**src/verilog/dual_shift_defs.svh**
```systemverilog
`ifndef DUAL_SHIFT_DEFS_SVH
`define DUAL_SHIFT_DEFS_SVH
// cells per half, one of the standard lengths
`define SHIFT_LEN_SHORT     25
`define SHIFT_LEN_MID       50
`define SHIFT_LEN_LONG      100
`define SHIFT_LEN_DEFAULT   `SHIFT_LEN_SHORT
// least refresh rate of the two-phase clock, in hertz
`define SHIFT_MIN_RATE_HZ   600
// one fifo in front of both halves, one bit per half
`define SHIFT_FIFO_DEPTH    32
`define SHIFT_FIFO_WIDTH    2
`endif

```
**src/verilog/dual_shift_pkg.sv**
```systemverilog
package dual_shift_pkg;
   // synchronised phase pair as seen by the cells
   typedef enum logic [2:0] {
      PH_IDLE = 3'h1,
      PH_ONE  = 3'h2,
      PH_TWO  = 3'h4
   } phase_t;
endpackage

```
**src/verilog/dual_shift_register.sv**
```systemverilog
`timescale 1ns/1ps
`include "dual_shift_defs.svh"
// two serial delay lines of two-stage cells, run by a two-phase clock.
// phase pins arrive from outside, so they pass three flops and a phase
// counts as active once the second and third flops agree.
//
// timing of one phase pulse, in system clock edges after the pin moves:
//   edges 1 to 3  the pin walks through the three sync flops
//   edge 4        flops two and three agree, the filtered level moves
//   edge 5        the phase state moves and the cells transfer
// each pulse must stand for several system clocks so that the filter
// sees it, and the old level must fall before the next pulse starts.
//
// a bit loaded at a phase-two pulse sits in the first stage of cell 0,
// moves to its second stage at the next phase-one pulse, and leaves
// the last cell after LENGTH phase-one pulses in all.
//
// limitation: the real cells are dynamic; these are static flops, so
// a stalled clock source loses nothing here. the reset exists only to
// give simulation a defined start.
module dual_shift_register #(
   parameter int LENGTH = `SHIFT_LEN_DEFAULT
) (
   input  wire logic clock,
   input  wire logic rst_b,
   input  wire logic phase_one,        // first clock phase pin
   input  wire logic phase_two,        // second clock phase pin
   input  wire logic data_in_a,        // serial input, half a
   input  wire logic data_in_b,        // serial input, half b
   input  wire logic src_valid,        // source offers a bit pair
   output logic      src_ready,        // fifo has room
   output logic      data_out_a,       // serial output, half a
   output logic      data_out_b,       // serial output, half b
   output logic      starved,          // phase two came with fifo empty
   output logic      overlap_seen      // both phases seen high together
);
   localparam int W = `SHIFT_FIFO_WIDTH;

   // three-flop synchronisers for the phase pins; bit 0 meets the pin
   // and only bit 1 reads it, the filter compares bits 1 and 2
   logic [2:0] sync_one;               // phase one sample chain
   logic [2:0] sync_two;               // phase two sample chain
   logic [2:0] next_sync_one;          // chain after the next shift
   logic [2:0] next_sync_two;          // chain after the next shift
   logic       one_level;              // agreed level of phase one
   logic       two_level;              // agreed level of phase two
   logic       next_one_level;         // filter result, phase one
   logic       next_two_level;         // filter result, phase two

   // phase state and edge detection
   dual_shift_pkg::phase_t phase;
   dual_shift_pkg::phase_t next_phase;
   logic       two_rise;               // start of a phase two pulse
   logic       one_rise;               // start of a phase one pulse

   // cell stages: first (node a) and second (node g) per half
   logic [LENGTH-1:0] first_a;
   logic [LENGTH-1:0] second_a;
   logic [LENGTH-1:0] first_b;
   logic [LENGTH-1:0] second_b;
   logic [LENGTH-1:0] next_first_a;
   logic [LENGTH-1:0] next_second_a;
   logic [LENGTH-1:0] next_first_b;
   logic [LENGTH-1:0] next_second_b;
   logic              next_starved;
   logic              next_overlap;

   // fifo side; bit 0 of a word feeds half a, bit 1 half b
   logic [W-1:0] fifo_data;            // word at the fifo head
   logic         fifo_valid;           // head word present
   logic         fifo_take;            // head word consumed
   logic [W-1:0] cell_in;              // input bits seen by first cells

   // input buffer; the phase-two load drains it, so a slow clock
   // source stalls the data source through src_ready
   // capacity is the fifo depth plus its output register
   shift_fifo #(
      .WIDTH (W),
      .DEPTH (`SHIFT_FIFO_DEPTH)
   ) u_fifo (
      .clock     (clock),
      .rst_b     (rst_b),
      .in_data   ({data_in_b, data_in_a}),
      .in_valid  (src_valid),
      .in_ready  (src_ready),
      .out_data  (fifo_data),
      .out_valid (fifo_valid),
      .out_ready (fifo_take)
   );

   // level filter: change only when flops two and three agree, so a
   // glitch caught by a single sample never moves the phase level
   always_comb begin
      // shift the pins in; bit 0 may be metastable, bit 1 settles it
      next_sync_one  = {sync_one[1:0], phase_one};
      next_sync_two  = {sync_two[1:0], phase_two};
      next_one_level = (sync_one[1] == sync_one[2]) ? sync_one[2] : one_level;
      next_two_level = (sync_two[1] == sync_two[2]) ? sync_two[2] : two_level;
   end

   // synchroniser and filtered level registers; they reset low, the
   // idle level of the pins, so no false phase edge follows reset
   always_ff @(posedge clock or negedge rst_b) begin
      if (!rst_b) begin
         sync_one  <= 3'h0;
         sync_two  <= 3'h0;
         one_level <= 1'b0;
         two_level <= 1'b0;
      end else begin
         sync_one  <= next_sync_one;
         sync_two  <= next_sync_two;
         one_level <= next_one_level;
         two_level <= next_two_level;
      end
   end

   // phase tracker; an overlap keeps the old state, since the source
   // breaks its side and neither transfer may fire then
   always_comb begin
      case ({one_level, two_level})
         2'h3: begin
            next_phase = phase;
         end
         2'h2: begin
            // first phase alone
            next_phase = dual_shift_pkg::PH_ONE;
         end
         2'h1: begin
            // second phase alone
            next_phase = dual_shift_pkg::PH_TWO;
         end
         default: begin
            // both low: between pulses
            next_phase = dual_shift_pkg::PH_IDLE;
         end
      endcase
      // a transfer fires only on entry to a phase, once per pulse
      two_rise = (next_phase == dual_shift_pkg::PH_TWO) &&
                 (phase != dual_shift_pkg::PH_TWO);
      one_rise = (next_phase == dual_shift_pkg::PH_ONE) &&
                 (phase != dual_shift_pkg::PH_ONE);
   end

   always_ff @(posedge clock or negedge rst_b) begin
      if (!rst_b) begin
         phase <= dual_shift_pkg::PH_IDLE;
      end else begin
         phase <= next_phase;
      end
   end

   // one fifo word per phase-two pulse; empty fifo feeds zeros.
   // limitation: a source that falls behind the phase pair loses no
   // word, but zeros enter the line and starved pulses for each one
   assign fifo_take = two_rise;
   assign cell_in   = fifo_valid ? fifo_data : {W{1'b0}};

   // cell transfers: each first stage past cell 0 takes its neighbour's second
   // stage in one step, so a bit never races past a cell; the two
   // phases never fire in one cycle, which keeps both stages apart
   always_comb begin
      next_first_a  = first_a;
      next_first_b  = first_b;
      next_second_a = second_a;
      next_second_b = second_b;
      case (1'b1)
         two_rise: begin
            next_first_a = {second_a[LENGTH-2:0], cell_in[0]};
            next_first_b = {second_b[LENGTH-2:0], cell_in[1]};
         end
         one_rise: begin
            next_second_a = first_a;
            next_second_b = first_b;
         end
         default: begin
            next_second_a = second_a;
            next_second_b = second_b;
         end
      endcase
      // load with nothing to give: zeros went in
      next_starved = two_rise & ~fifo_valid;
      // both filtered levels high: source broke its side
      next_overlap = one_level & two_level;
   end

   // no functional reset exists on the real cells; reset only gives
   // simulation a defined start
   always_ff @(posedge clock or negedge rst_b) begin
      if (!rst_b) begin
         first_a      <= '0;
         first_b      <= '0;
         second_a     <= '0;
         second_b     <= '0;
         starved      <= 1'b0;
         overlap_seen <= 1'b0;
      end else begin
         first_a      <= next_first_a;
         first_b      <= next_first_b;
         second_a     <= next_second_a;
         second_b     <= next_second_b;
         starved      <= next_starved;
         overlap_seen <= next_overlap;
      end
   end

   // last cell's second stage drives each output; flops, so registered
   assign data_out_a = second_a[LENGTH-1];
   assign data_out_b = second_b[LENGTH-1];
   // refresh rate not checked here: storage is static flops
   // the minimum rate only matters for the real dynamic cells.
   // trade-off: a watchdog on the gap between pulses would need a
   // count of system clocks per second, which this block does not know
endmodule // dual_shift_register

```
**src/verilog/shift_fifo.sv**
```systemverilog
`timescale 1ns/1ps
// small first-in first-out buffer, registered read data
module shift_fifo #(
   parameter int WIDTH = 2,
   parameter int DEPTH = 32
) (
   input  wire logic             clock,
   input  wire logic             rst_b,
   input  wire logic [WIDTH-1:0] in_data,
   input  wire logic             in_valid,
   output logic                  in_ready,
   output logic [WIDTH-1:0]      out_data,
   output logic                  out_valid,
   input  wire logic             out_ready
);
   localparam int AW = $clog2(DEPTH);
   logic [WIDTH-1:0] mem [DEPTH];       // storage words
   logic [AW-1:0]    wr_ptr;            // write index
   logic [AW-1:0]    rd_ptr;            // read index
   logic [AW:0]      count;             // words held
   logic [AW-1:0]    next_wr_ptr;
   logic [AW-1:0]    next_rd_ptr;
   logic [AW:0]      next_count;
   logic [WIDTH-1:0] next_out_data;
   logic             next_out_valid;
   logic             push;
   logic             pop;

   // ready is honest: full means no room
   assign in_ready = (count != (AW+1)'(DEPTH));
   assign push     = in_valid & in_ready;

   // output register refills when empty or being drained
   always_comb begin
      pop            = (count != '0) & (~out_valid | out_ready);
      next_wr_ptr    = push ? wr_ptr + 1'b1 : wr_ptr;
      next_rd_ptr    = pop ? rd_ptr + 1'b1 : rd_ptr;
      next_count     = count + (AW+1)'(push) - (AW+1)'(pop);
      next_out_data  = pop ? mem[rd_ptr] : out_data;
      if (pop) begin
         next_out_valid = 1'b1;
      end else if (out_ready) begin
         next_out_valid = 1'b0;
      end else begin
         next_out_valid = out_valid;
      end
   end

   // registers; memory has no reset by design
   always_ff @(posedge clock or negedge rst_b) begin
      if (!rst_b) begin
         wr_ptr    <= '0;
         rd_ptr    <= '0;
         count     <= '0;
         out_data  <= '0;
         out_valid <= 1'b0;
      end else begin
         wr_ptr    <= next_wr_ptr;
         rd_ptr    <= next_rd_ptr;
         count     <= next_count;
         out_data  <= next_out_data;
         out_valid <= next_out_valid;
      end
   end

   // memory write
   always_ff @(posedge clock) begin
      if (push) begin
         mem[wr_ptr] <= in_data;
      end
   end
endmodule // shift_fifo
```
**config.mk**
```make
export PLATFORM = sky130hd
export DESIGN_NAME = dual_shift_register
export DESIGN_NICKNAME = d
export VERILOG_FILES = /design/src/verilog/dual_shift_pkg.sv /design/src/verilog/dual_shift_register.sv /design/src/verilog/shift_fifo.sv
export VERILOG_INCLUDE_DIRS = /design/src /design/src/verilog
export SDC_FILE = /design/constraint.sdc
export NUM_CORES = 1
export LEC_CHECK = 0
export BUFFER_PORTS_ARGS = -buffer_cell sky130_fd_sc_hd__buf_2
export CAP_MARGIN = 15
export CORE_ASPECT_RATIO = 0.7
export CORE_MARGIN = 8
export CORE_UTILIZATION = 55
export CTS_CLUSTER_DIAMETER = 80
export DETAILED_ROUTE_END_ITERATION = 10
export PLACE_DENSITY = 0.72
export SLEW_MARGIN = 20
export SYNTH_ARGS = -nofsm -noshare
export SYNTH_HDL_FRONTEND = slang
export SYNTH_SLANG_ARGS = --single-unit
export TNS_END_PERCENT = 100
```
**constraint.sdc**
```tcl
create_clock -name clock -period 4 [get_ports clock]
set_input_delay 0.4 -clock clock [delete_from_list [all_inputs] [get_ports clock]]
set_output_delay 0.4 -clock clock [all_outputs]
set_load 0.01 [all_outputs]
```
==> out/qor.csv, run 1 <==
stage,metric,value,unit
routing,ant_nets,0,
clock_tree,hold_buffers,0,
sta,post-route-min-period,3.123,ns
synth,syn-cell-area,7981,um^2
setup_path,cpPeakStageDelay,0.58,ns
die,die_x,160.0,um
final_layout,num-nets-final,542,
die,fp.coreArea,14050,um^2
clock_tree,clk_path_buf_depth,2,
global_route,grt_use_total,14.80,%
synth,yosysWarningCount,0,
clock_tree,cts_root_buf,clkbuf_16,
routing,dr.pass1.iters,5,
routing,avgViaCountPerCell,5.502,
routing,routed_wl,12590,um
synth,synth-async-reset-ratio,67.35,%
setup_path,crit_path_top_delay_cell,or4b_4,
routing,route.detailed.drc,0,
die,fp-row-count,36,
sta,tns,0,ns
setup_path,cp_cell_sequence,ha_1 > nand3_1 > o21ai_1 > or4b_4 > a21oi_4 > ha_1 > inv_1 > ha_1 > a21o_1 > a21oi_1 > o21bai_1 > a21oi_1 > xor2_1,
setup_path,start_kind,register,
final_layout,drive_above_1_share,33.52,%
synth,synth_ff_type,dfrtp_1,
setup_path,cpLargestDelayFamily,compound AO/OA/AOI/OAI gates,
routing,drtIter0Drc,240,
sta,timing.final.crit_share,78.09,%
final_layout,antenna_cells,0,
die,io_pins,12,
final_layout,fin_util,62.69,%
synth,yosys.area.top_type_share,41.07,%
sta,hold_viol_final,0,
synth,synth.distinct_cells,49,
final_layout,area_delta_synth_final,10.38,%
synth,ys_seq_area_share,65.48,%
synth,synth-seq-cells,196,
die,die_y,116.8,um
placement,portBuffers,11,
setup_path,endpoint_kind,register,
setup_path,r2r_cells,13,
clock_tree,cts_tree,done,
setup_path,r2r_start,one_level,
power,power.density,607.6,nW/um^2
sta,skew,0.01011,ns
synth,syn_area_per_cell,15.77,um^2
die,start_util,56.79,%
synth,synth_top_area_cell,dfrtp_1,
placement,pre_cts_ws,0.8609,ns
routing,vias,3967,
outcome,outcome,"finished, final reports clean",
setup_path,cp_data_required_time,4.36,ns
setup_path,critPathKind,register to register,
clock_tree,worstSkewPairLatency,0.43,ns
power,p_leak,3.923,nW
clock_tree,postCtsSetupRepairBufs,0,
setup_path,critPathMostFrequentCell,ha_1,
clock_tree,numCtsBuffers,17,
sta,relSlewSlack,43.49,%
setup_path,critPathBufInv,1,
clock_tree,path_clk_slew,0.07,ns
synth,syn_nets,530,
setup_path,r2r_setup_slack,0.88,ns
setup_path,crit_cells,13,
clock_tree,cts.sinks,196,
global_route,grt_pass1_wl,21520,um
min_path,hold_path_class,primary input to async pin,
routing,wire_per_inst,17.46,um
placement,dp.final_hpwl,7797,um
sta,worst_pin_slew,0.8477,ns
sta,finalSetupViolations,0,
setup_path,cp_max_fo,6,
sta,slew_viol_final,0,
power,ir_drop,357.5,uV
clock_tree,h-tree-depth,4,
global_route,grt_pass1_vias,4174,
clock_tree,cts_resized,0,
synth,netlist_instances,506,
synth,synth-edff-count,64,
sta,rsz0062_at_grt,no,
global_route,antenna_found_initial,0,
placement,numPlacedInstances,689,
setup_path,rr_endpoint,u_fifo.count[5],
setup_path,critical_path_arrival,3.48,ns
die,die-area,18680,um^2
placement,place_congestion,0.7118,
global_route,overflow,0,
sta,fmax,0.3202,GHz
final_layout,fin_cells,721,
final_layout,layout_common_cells,"dfrtp_1, mux2_2, edfxtp_1",
synth,synth.area.top_cells,"dfrtp_1, edfxtp_1, mux2_2",
sta,setup_slack,0.8766,ns
final_layout,final_common_cell,dfrtp_1,
global_route,grt_max_degree,68,
job,maxCapViolCount,0,
## how the worst max path moves through the flow
stage	slack, ns	to	start
3_5_place_dp	0.86	u_fifo.count[5]	one_level
4_1_cts	0.86	u_fifo.count[5]	one_level
3_3_place_gp	1.01	u_fifo.count[5]	one_level
5_1_grt	0.68	u_fifo.count[5]	one_level
6_report	0.88	u_fifo.count[5]	one_level
2_1_floorplan	1.08	u_fifo.count[5]	one_level
## layout make-up
class	instances	area (um^2)
Clock inverter	13	142.6
Sequential cell	196	5226
Fill cell	1029	5244
Tap cell	190	237.7
Clock buffer	19	464.2
Multi-Input combinational cell	273	2575
Inverter	13	48.80
Timing Repair Buffer	17	115.1
## per-stage QoR
stage | hold WS, ns | cell area [um^2] | power [mW]
after global routing | 0.06062 | 8810 | 5.637
after detailed placement | 0.3411 | 8203 | 3.678
after CTS | 0.06020 | 8810 | 5.407
after global placement | 0.3399 | 8203 | 3.617
after floorplan | 0.1044 | 7981 | 3.379
final | 0.06701 | 8810 | 5.353
## state kept, by name, summed over array words and instances (netlist names), 3 cells and up
| register | count |
|---|---|
| phase | 3 |
| u_fifo.wr_ptr | 5 |
| first_a | 25 |
| u_fifo.rd_ptr | 5 |
| second_b | 25 |
| sync_one | 3 |
| u_fifo.count | 6 |
| second_a | 25 |
| first_b | 25 |
| u_fifo.mem | 64 |
| sync_two | 3 |
## power by group
group          internal, mW  switching (mW)
registers              2.29           0.257
logic                 0.532           0.551
clock network         0.984           0.736
## logic make-up after synthesis
family | count (synthesis) | synth area share [%]
compound gates | 29 | 2.790
xor+xnor | 12 | 1.317
fa+ha+maj | 19 | 3.010
buf+inv | 37 | 2.336
flops | 196 | 65.48
mux | 123 | 19.60
simple gates | 90 | 5.471
## layer usage
metal	share of wire, %	wire, um	GRT usage (%)
met1	48	6073	20.34
met2	46	5839	22.37
met3	4.0	506	3.809
met4	1.4	172	5.955
met5	0	0	0
## Yosys cell counts (3+ instances only)
| master | count |
|---|---|
| dfrtp_1 | 131 |
| xor2_1 | 7 |
| nand4_1 | 3 |
| nand3b_1 | 3 |
| a211oi_1 | 4 |
| mux4_2 | 7 |
| ha_1 | 16 |
| nand2_1 | 15 |
| buf_2 | 5 |
| nand3_1 | 9 |
| buf_1 | 5 |
| mux2_2 | 87 |
| a21oi_1 | 3 |
| mux2i_1 | 4 |
| nor2_1 | 39 |
| buf_6 | 5 |
| inv_1 | 12 |
| clkbuf_1 | 8 |
| edfxtp_1 | 64 |
| a211oi_2 | 3 |
| nor2b_1 | 6 |
| o21ai_0 | 5 |
| nor3b_1 | 3 |
| mux2_4 | 24 |
| xnor2_1 | 5 |
Note: power is estimated with default switching activity, not from simulation.
==> run 2, diff against run 1 <==
- clock period: 4 -> 3 ns (I/O delays scaled with it)
==> out/qor.csv, run 2 (synthesis gave the netlist of run 1 again) <==
stage,metric,value,unit
outcome,outcome,"finished, final reports clean",
global_route,grt_pass1_wl,21990,um
clock_tree,cts_root_buf,clkbuf_16,
routing,wire_per_inst,17.65,um
setup_path,critPathKind,register to register,
die,die_y,116.8,um
setup_path,critPathBufInv,1,
final_layout,area_delta_synth_final,10.99,%
setup_path,cpLargestDelayFamily,adder cells,
power,power.density,807.7,nW/um^2
sta,hold_viol_final,0,
die,start_util,56.79,%
routing,avgViaCountPerCell,5.549,
clock_tree,numCtsBuffers,17,
routing,routed_wl,12800,um
final_layout,seq_area,5229,um^2
global_route,grt_pass1_vias,4346,
clock_tree,worstSkewPairLatency,0.43,ns
final_layout,fin_util,63.03,%
final_layout,largest_reg_flops,64,
sta,finalSetupViolations,0,
sta,skew,0.01028,ns
sta,worst_pin_slew,0.8587,ns
setup_path,start_kind,register,
setup_path,critical_path_arrival,3.25,ns
routing,ant_nets,0,
die,fp.coreArea,14050,um^2
sta,slew_viol_final,0,
setup_path,cpPeakStageDelay,0.57,ns
routing,dr.pass1.iters,4,
clock_tree,cts.sinks,196,
sta,rsz0062_at_grt,yes,
final_layout,layout_common_cells,"dfrtp_1, mux2_2, edfxtp_1",
die,die_x,160.0,um
final_layout,num-fill-cells,1013,
clock_tree,clk_path_buf_depth,2,
global_route,antenna_found_initial,0,
global_route,grt_max_degree,63,
power,power.total,7.155,mW
power,p_leak,3.938,nW
die,fp-row-count,36,
job,maxCapViolCount,0,
global_route,overflow,0,
sta,relSlewSlack,42.75,%
final_layout,antenna_cells,0,
sta,hold_slack,0.3560,ns
final_layout,final_common_cell,dfrtp_1,
final_layout,fin_cells,725,
routing,route.detailed.drc,0,
routing,vias,4023,
setup_path,crit_path_top_delay_cell,or4b_4,
setup_path,cp_data_required_time,3.35,ns
sta,timing.final.crit_share,96.76,%
setup_path,critPathMostFrequentCell,ha_1,
power,ir_drop,528.5,uV
placement,portBuffers,11,
clock_tree,path_clk_slew,0.07,ns
sta,fmax,0.3445,GHz
clock_tree,h-tree-depth,4,
final_layout,top_register,u_fifo.mem,
setup_path,cp_cell_sequence,ha_1 > o21ai_2 > or4b_4 > a21oi_4 > ha_1 > inv_1 > ha_1 > fa_1 > a21oi_1 > nor2_1 > nor2_1 > xnor2_1,
sta,post-route-min-period,2.903,ns
clock_tree,cts_tree,done,
setup_path,endpoint_kind,register,
setup_path,cp_max_fo,6,
die,die-area,18680,um^2
placement,numPlacedInstances,689,
min_path,hold_path_class,register to register,
final_layout,multiInputGateArea,2589,um^2
placement,place_congestion,0.7287,
die,io_pins,12,
sta,tns,0,ns
routing,drtIter0Drc,282,
global_route,grt_use_total,14.96,%
final_layout,num-nets-final,546,
placement,dp.final_hpwl,7950,um
final_layout,drive_above_1_share,34.02,%
==> run 2: area by class of cell <==
class	count	area share, %
Clock inverter	9	1.271
Timing Repair Buffer	21	1.723
Tap cell	190	2.684
Clock buffer	23	5.523
Inverter	13	0.5508
Multi-Input combinational cell	273	29.22
Sequential cell	196	59.03
==> run 2: layer usage <==
layer / part of all wire, % / GRT usage, % / vias up
li1: - / - / 1847
met1: 47 / 19.60 / 2099
met2: 47 / 23.58 / 63
met3: 4.6 / 4.437 / 14
met4: 1.4 / 5.521 / 0
met5: 0 / 0 / -
==> run 2: path summary, 6_finish.rpt <==
check | start | to | slack (ns) | depth (start not counted)
worst max-delay path | two_level | u_fifo.count[4] | 0.1 | 12
worst min-delay path | sync_two[0] | sync_two[1] | 0.36 | 0
worst max register to register | two_level | u_fifo.count[4] | 0.1 | 12
worst min register to register | sync_two[0] | sync_two[1] | 0.36 | 0
max in group asynchronous | rst_b | sync_two[0] | 1.83 | 3
min in group asynchronous | rst_b | first_b[23] | 0.43 | 2
==> run 2: metrics by stage <==
stage               cell area [um^2]  worst slack, ns
detailed placement              8203         -0.01483
CTS                             8838          0.02683
global placement                8203           0.1188
floorplan                       7981          0.08435
finish                          8859          0.09708
global route                    8859         -0.02700
==> run 2: report_power, final <==
part	total [mW]	internal (mW)	switching [mW]
clock network	2.28	1.33	0.953
registers	3.37	3.06	0.316
logic	1.50	0.717	0.779
total	7.16	5.11	2.05
==> run 2: repair_timing <==
item,in CTS,in global routing
hold endpoints to repair,45,0
setup buffers,0,1
setup endpoints to repair,1,2
pin swaps,0,3
hold buffers,3,0
gates resized for setup,1,5
==> run 3, diff against run 2 <==
- ABC_AREA: default -> 1
==> out/qor.csv, run 3 <==
stage,metric,value,unit
outcome,outcome,"finished, final reports clean",
synth,synth_top_area_cell,dfrtp_1,
synth,syn-cell-area,7984,um^2
setup_path,critPathBufInv,1,
clock_tree,cts_tree,done,
final_layout,num-fill-cells,1144,
clock_tree,path_clk_slew,0.07,ns
synth,synth.area.top_cells,"dfrtp_1, edfxtp_1, nand2_1",
power,pwr-share-seq,42.9,%
final_layout,drive_above_1_share,6.683,%
global_route,grt_use_total,17.20,%
sta,worst_pin_slew,0.9964,ns
global_route,grt_max_degree,103,
final_layout,final_common_cell,nand2_1,
die,start_util,55.28,%
global_route,antenna_found_initial,0,
clock_tree,cts_root_buf,clkbuf_16,
power,power.total,7.626,mW
global_route,grt_pass1_wl,25550,um
placement,place_congestion,0.8056,
die,fp-row-count,37,
power,swShare,31.86,%
routing,drtIter0Drc,550,
global_route,grt_pass1_vias,5293,
setup_path,cpPeakStageDelay,0.45,ns
synth,synth-async-reset-ratio,67.35,%
sta,timing.final.crit_share,91.63,%
sta,rsz0062_at_grt,no,
routing,route.detailed.drc,0,
setup_path,endpoint_kind,register,
setup_path,crit_path_top_delay_cell,dfrtp_1,
setup_path,cp_data_required_time,3.30,ns
global_route,overflow,0,
clock_tree,h-tree-depth,4,
routing,vias,5280,
synth,synth.distinct_cells,28,
synth,synth_most_common_cell,nand2_1,
final_layout,top_register,u_fifo.mem,
synth,ys_seq_area_share,65.46,%
min_path,hold_path_class,primary input to register,
setup_path,critPathMostFrequentCell,ha_1,
setup_path,critical_path_arrival,3.05,ns
synth,syn_nets,824,
min_path,min_from,src_valid,
synth,yosys.area.top_type_share,41.06,%
synth,yosysWarningCount,0,
min_path,whs_path_depth,3,
die,die-area,18690,um^2
final_layout,num-nets-final,834,
clock_tree,clk_path_buf_depth,2,
die,io_pins,12,
synth,netlist_instances,800,
routing,ant_nets,0,
final_layout,antenna_cells,0,
routing,avgViaCountPerCell,5.187,
job,maxCapViolCount,0,
power,power.density,853.0,nW/um^2
power,pwr-share-clk,32.6,%
setup_path,r2r_start,one_level,
sta,skew,0.01072,ns
setup_path,critPathKind,register to register,
clock_tree,cts.sinks,196,
routing,wire_per_inst,14.69,um
clock_tree,worstSkewPairLatency,0.43,ns
die,die_y,116.8,um
power,p_int,5.197,mW
setup_path,cp_cell_sequence,ha_1 > nand2_1 > o21ai_1 > nor2_1 > nand3_4 > a21boi_2 > ha_1 > inv_1 > ha_1 > fa_1 > a21oi_1 > o21ai_0 > xor2_1,
synth,synth-seq-cells,196,
placement,portBuffers,11,
sta,post-route-min-period,2.749,ns
final_layout,area_delta_synth_final,11.97,%
power,combPwrFrac,24.5,%
setup_path,rr_endpoint,u_fifo.count[4],
power,p_leak,3.933,nW
die,die_x,160.0,um
sta,relSlewSlack,33.50,%
sta,tns,0,ns
synth,synthTopCellsByCount,"nand2_1, dfrtp_1, inv_1",
placement,dp.final_hpwl,9006,um
synth,synth-edff-count,64,
min_path,hold_path_end,u_fifo.wr_ptr[0],
routing,dr.pass1.iters,5,
clock_tree,numCtsBuffers,17,
sta,fmax,0.3638,GHz
final_layout,layout_common_cells,"nand2_1, dfrtp_1, inv_1",
sta,slew_viol_final,0,
setup_path,cpLargestDelayFamily,adder cells,
sta,finalSetupViolations,0,
setup_path,cp_max_fo,6,
routing,routed_wl,14950,um
power,power_switching,2.429,mW
setup_path,start_kind,register,
setup_path,r2r_setup_slack,0.25,ns
die,fp.coreArea,14440,um^2
power,ir_drop,513.6,uV
final_layout,largest_reg_flops,64,
sta,hold_viol_final,0,
synth,syn_area_per_cell,9.980,um^2
synth,synth_ff_type,dfrtp_1,
setup_path,r2r_cells,13,
run 3: worst max path at each step:
stage / from / to / cells after the start
floorplan: one_level / u_fifo.count[4] / 12
global placement: one_level / u_fifo.count[4] / 13
detailed placement: one_level / u_fifo.count[4] / 13
CTS: one_level / u_fifo.count[4] / 13
global route: one_level / u_fifo.count[4] / 13
finish: one_level / u_fifo.count[4] / 13
run 3: final cells by class:
class | instances | area, um^2 | share of cell area, %
flip-flops and latches | 196 | 5226 | 58.46
repair buffers | 23 | 180.2 | 2.015
inverters | 102 | 382.9 | 4.283
clock inverters | 10 | 162.7 | 1.819
multi-input cells | 470 | 2247 | 25.14
well taps | 195 | 244.0 | 2.729
clock buffers | 22 | 496.7 | 5.556
run 3: tightest hold or removal path: stages:
cell	delay (ns)
buf_2	0.10
nand2_1	0.10
xor2_1	0.07
run 3: layer usage:
metal  GRT usage, %  up-vias  routed length, um
met4          7.382        0                289
met5              0        -                  0
li1               -     2571                  -
met1          22.83     2561               7075
met2          27.12      126               6835
met3          4.053       22                750
run 3: repair_timing:
| item | CTS | global route |
|---|---|---|
| endpoints found under the hold margin | 18 | 0 |
| hold buffers | 3 | 0 |
| buffers inserted | 0 | 0 |
| resized for setup | 0 | 0 |
| endpoints found under the setup margin | 0 | 0 |
run 3: stage by stage:
step                cells  setup WS (ns)  hold WS [ns]  area [um^2]  utilization (%)
floorplan             800         0.3047      0.004409         7984                -
global placement      983         0.3875        0.2051         8250            57.12
detailed placement    983         0.2568        0.2120         8250            57.12
CTS                  1018         0.2508        0.1639         8940            61.89
global route         1018        0.03761        0.2038         8940            61.89
finish               1018         0.2510        0.1816         8940            61.89
run 3: cell families after synthesis:
kind of cell,Yosys count,synth area share (%)
compound gates,118,7.522
xor+xnor,9,0.9874
fa+ha+maj,19,3.009
buf+inv,134,6.551
flops,196,65.46
simple gates,324,16.47
run 3: power by group through the flow:
stage	clock, mW	sequential (mW)	combinational, mW
6_report	2.48	3.27	1.87
5_1_grt	2.63	3.31	2.13
4_1_cts	2.52	3.27	1.86
3_5_place_dp	0	3.32	1.84
3_3_place_gp	0	3.30	1.73
2_1_floorplan	0	3.26	1.35
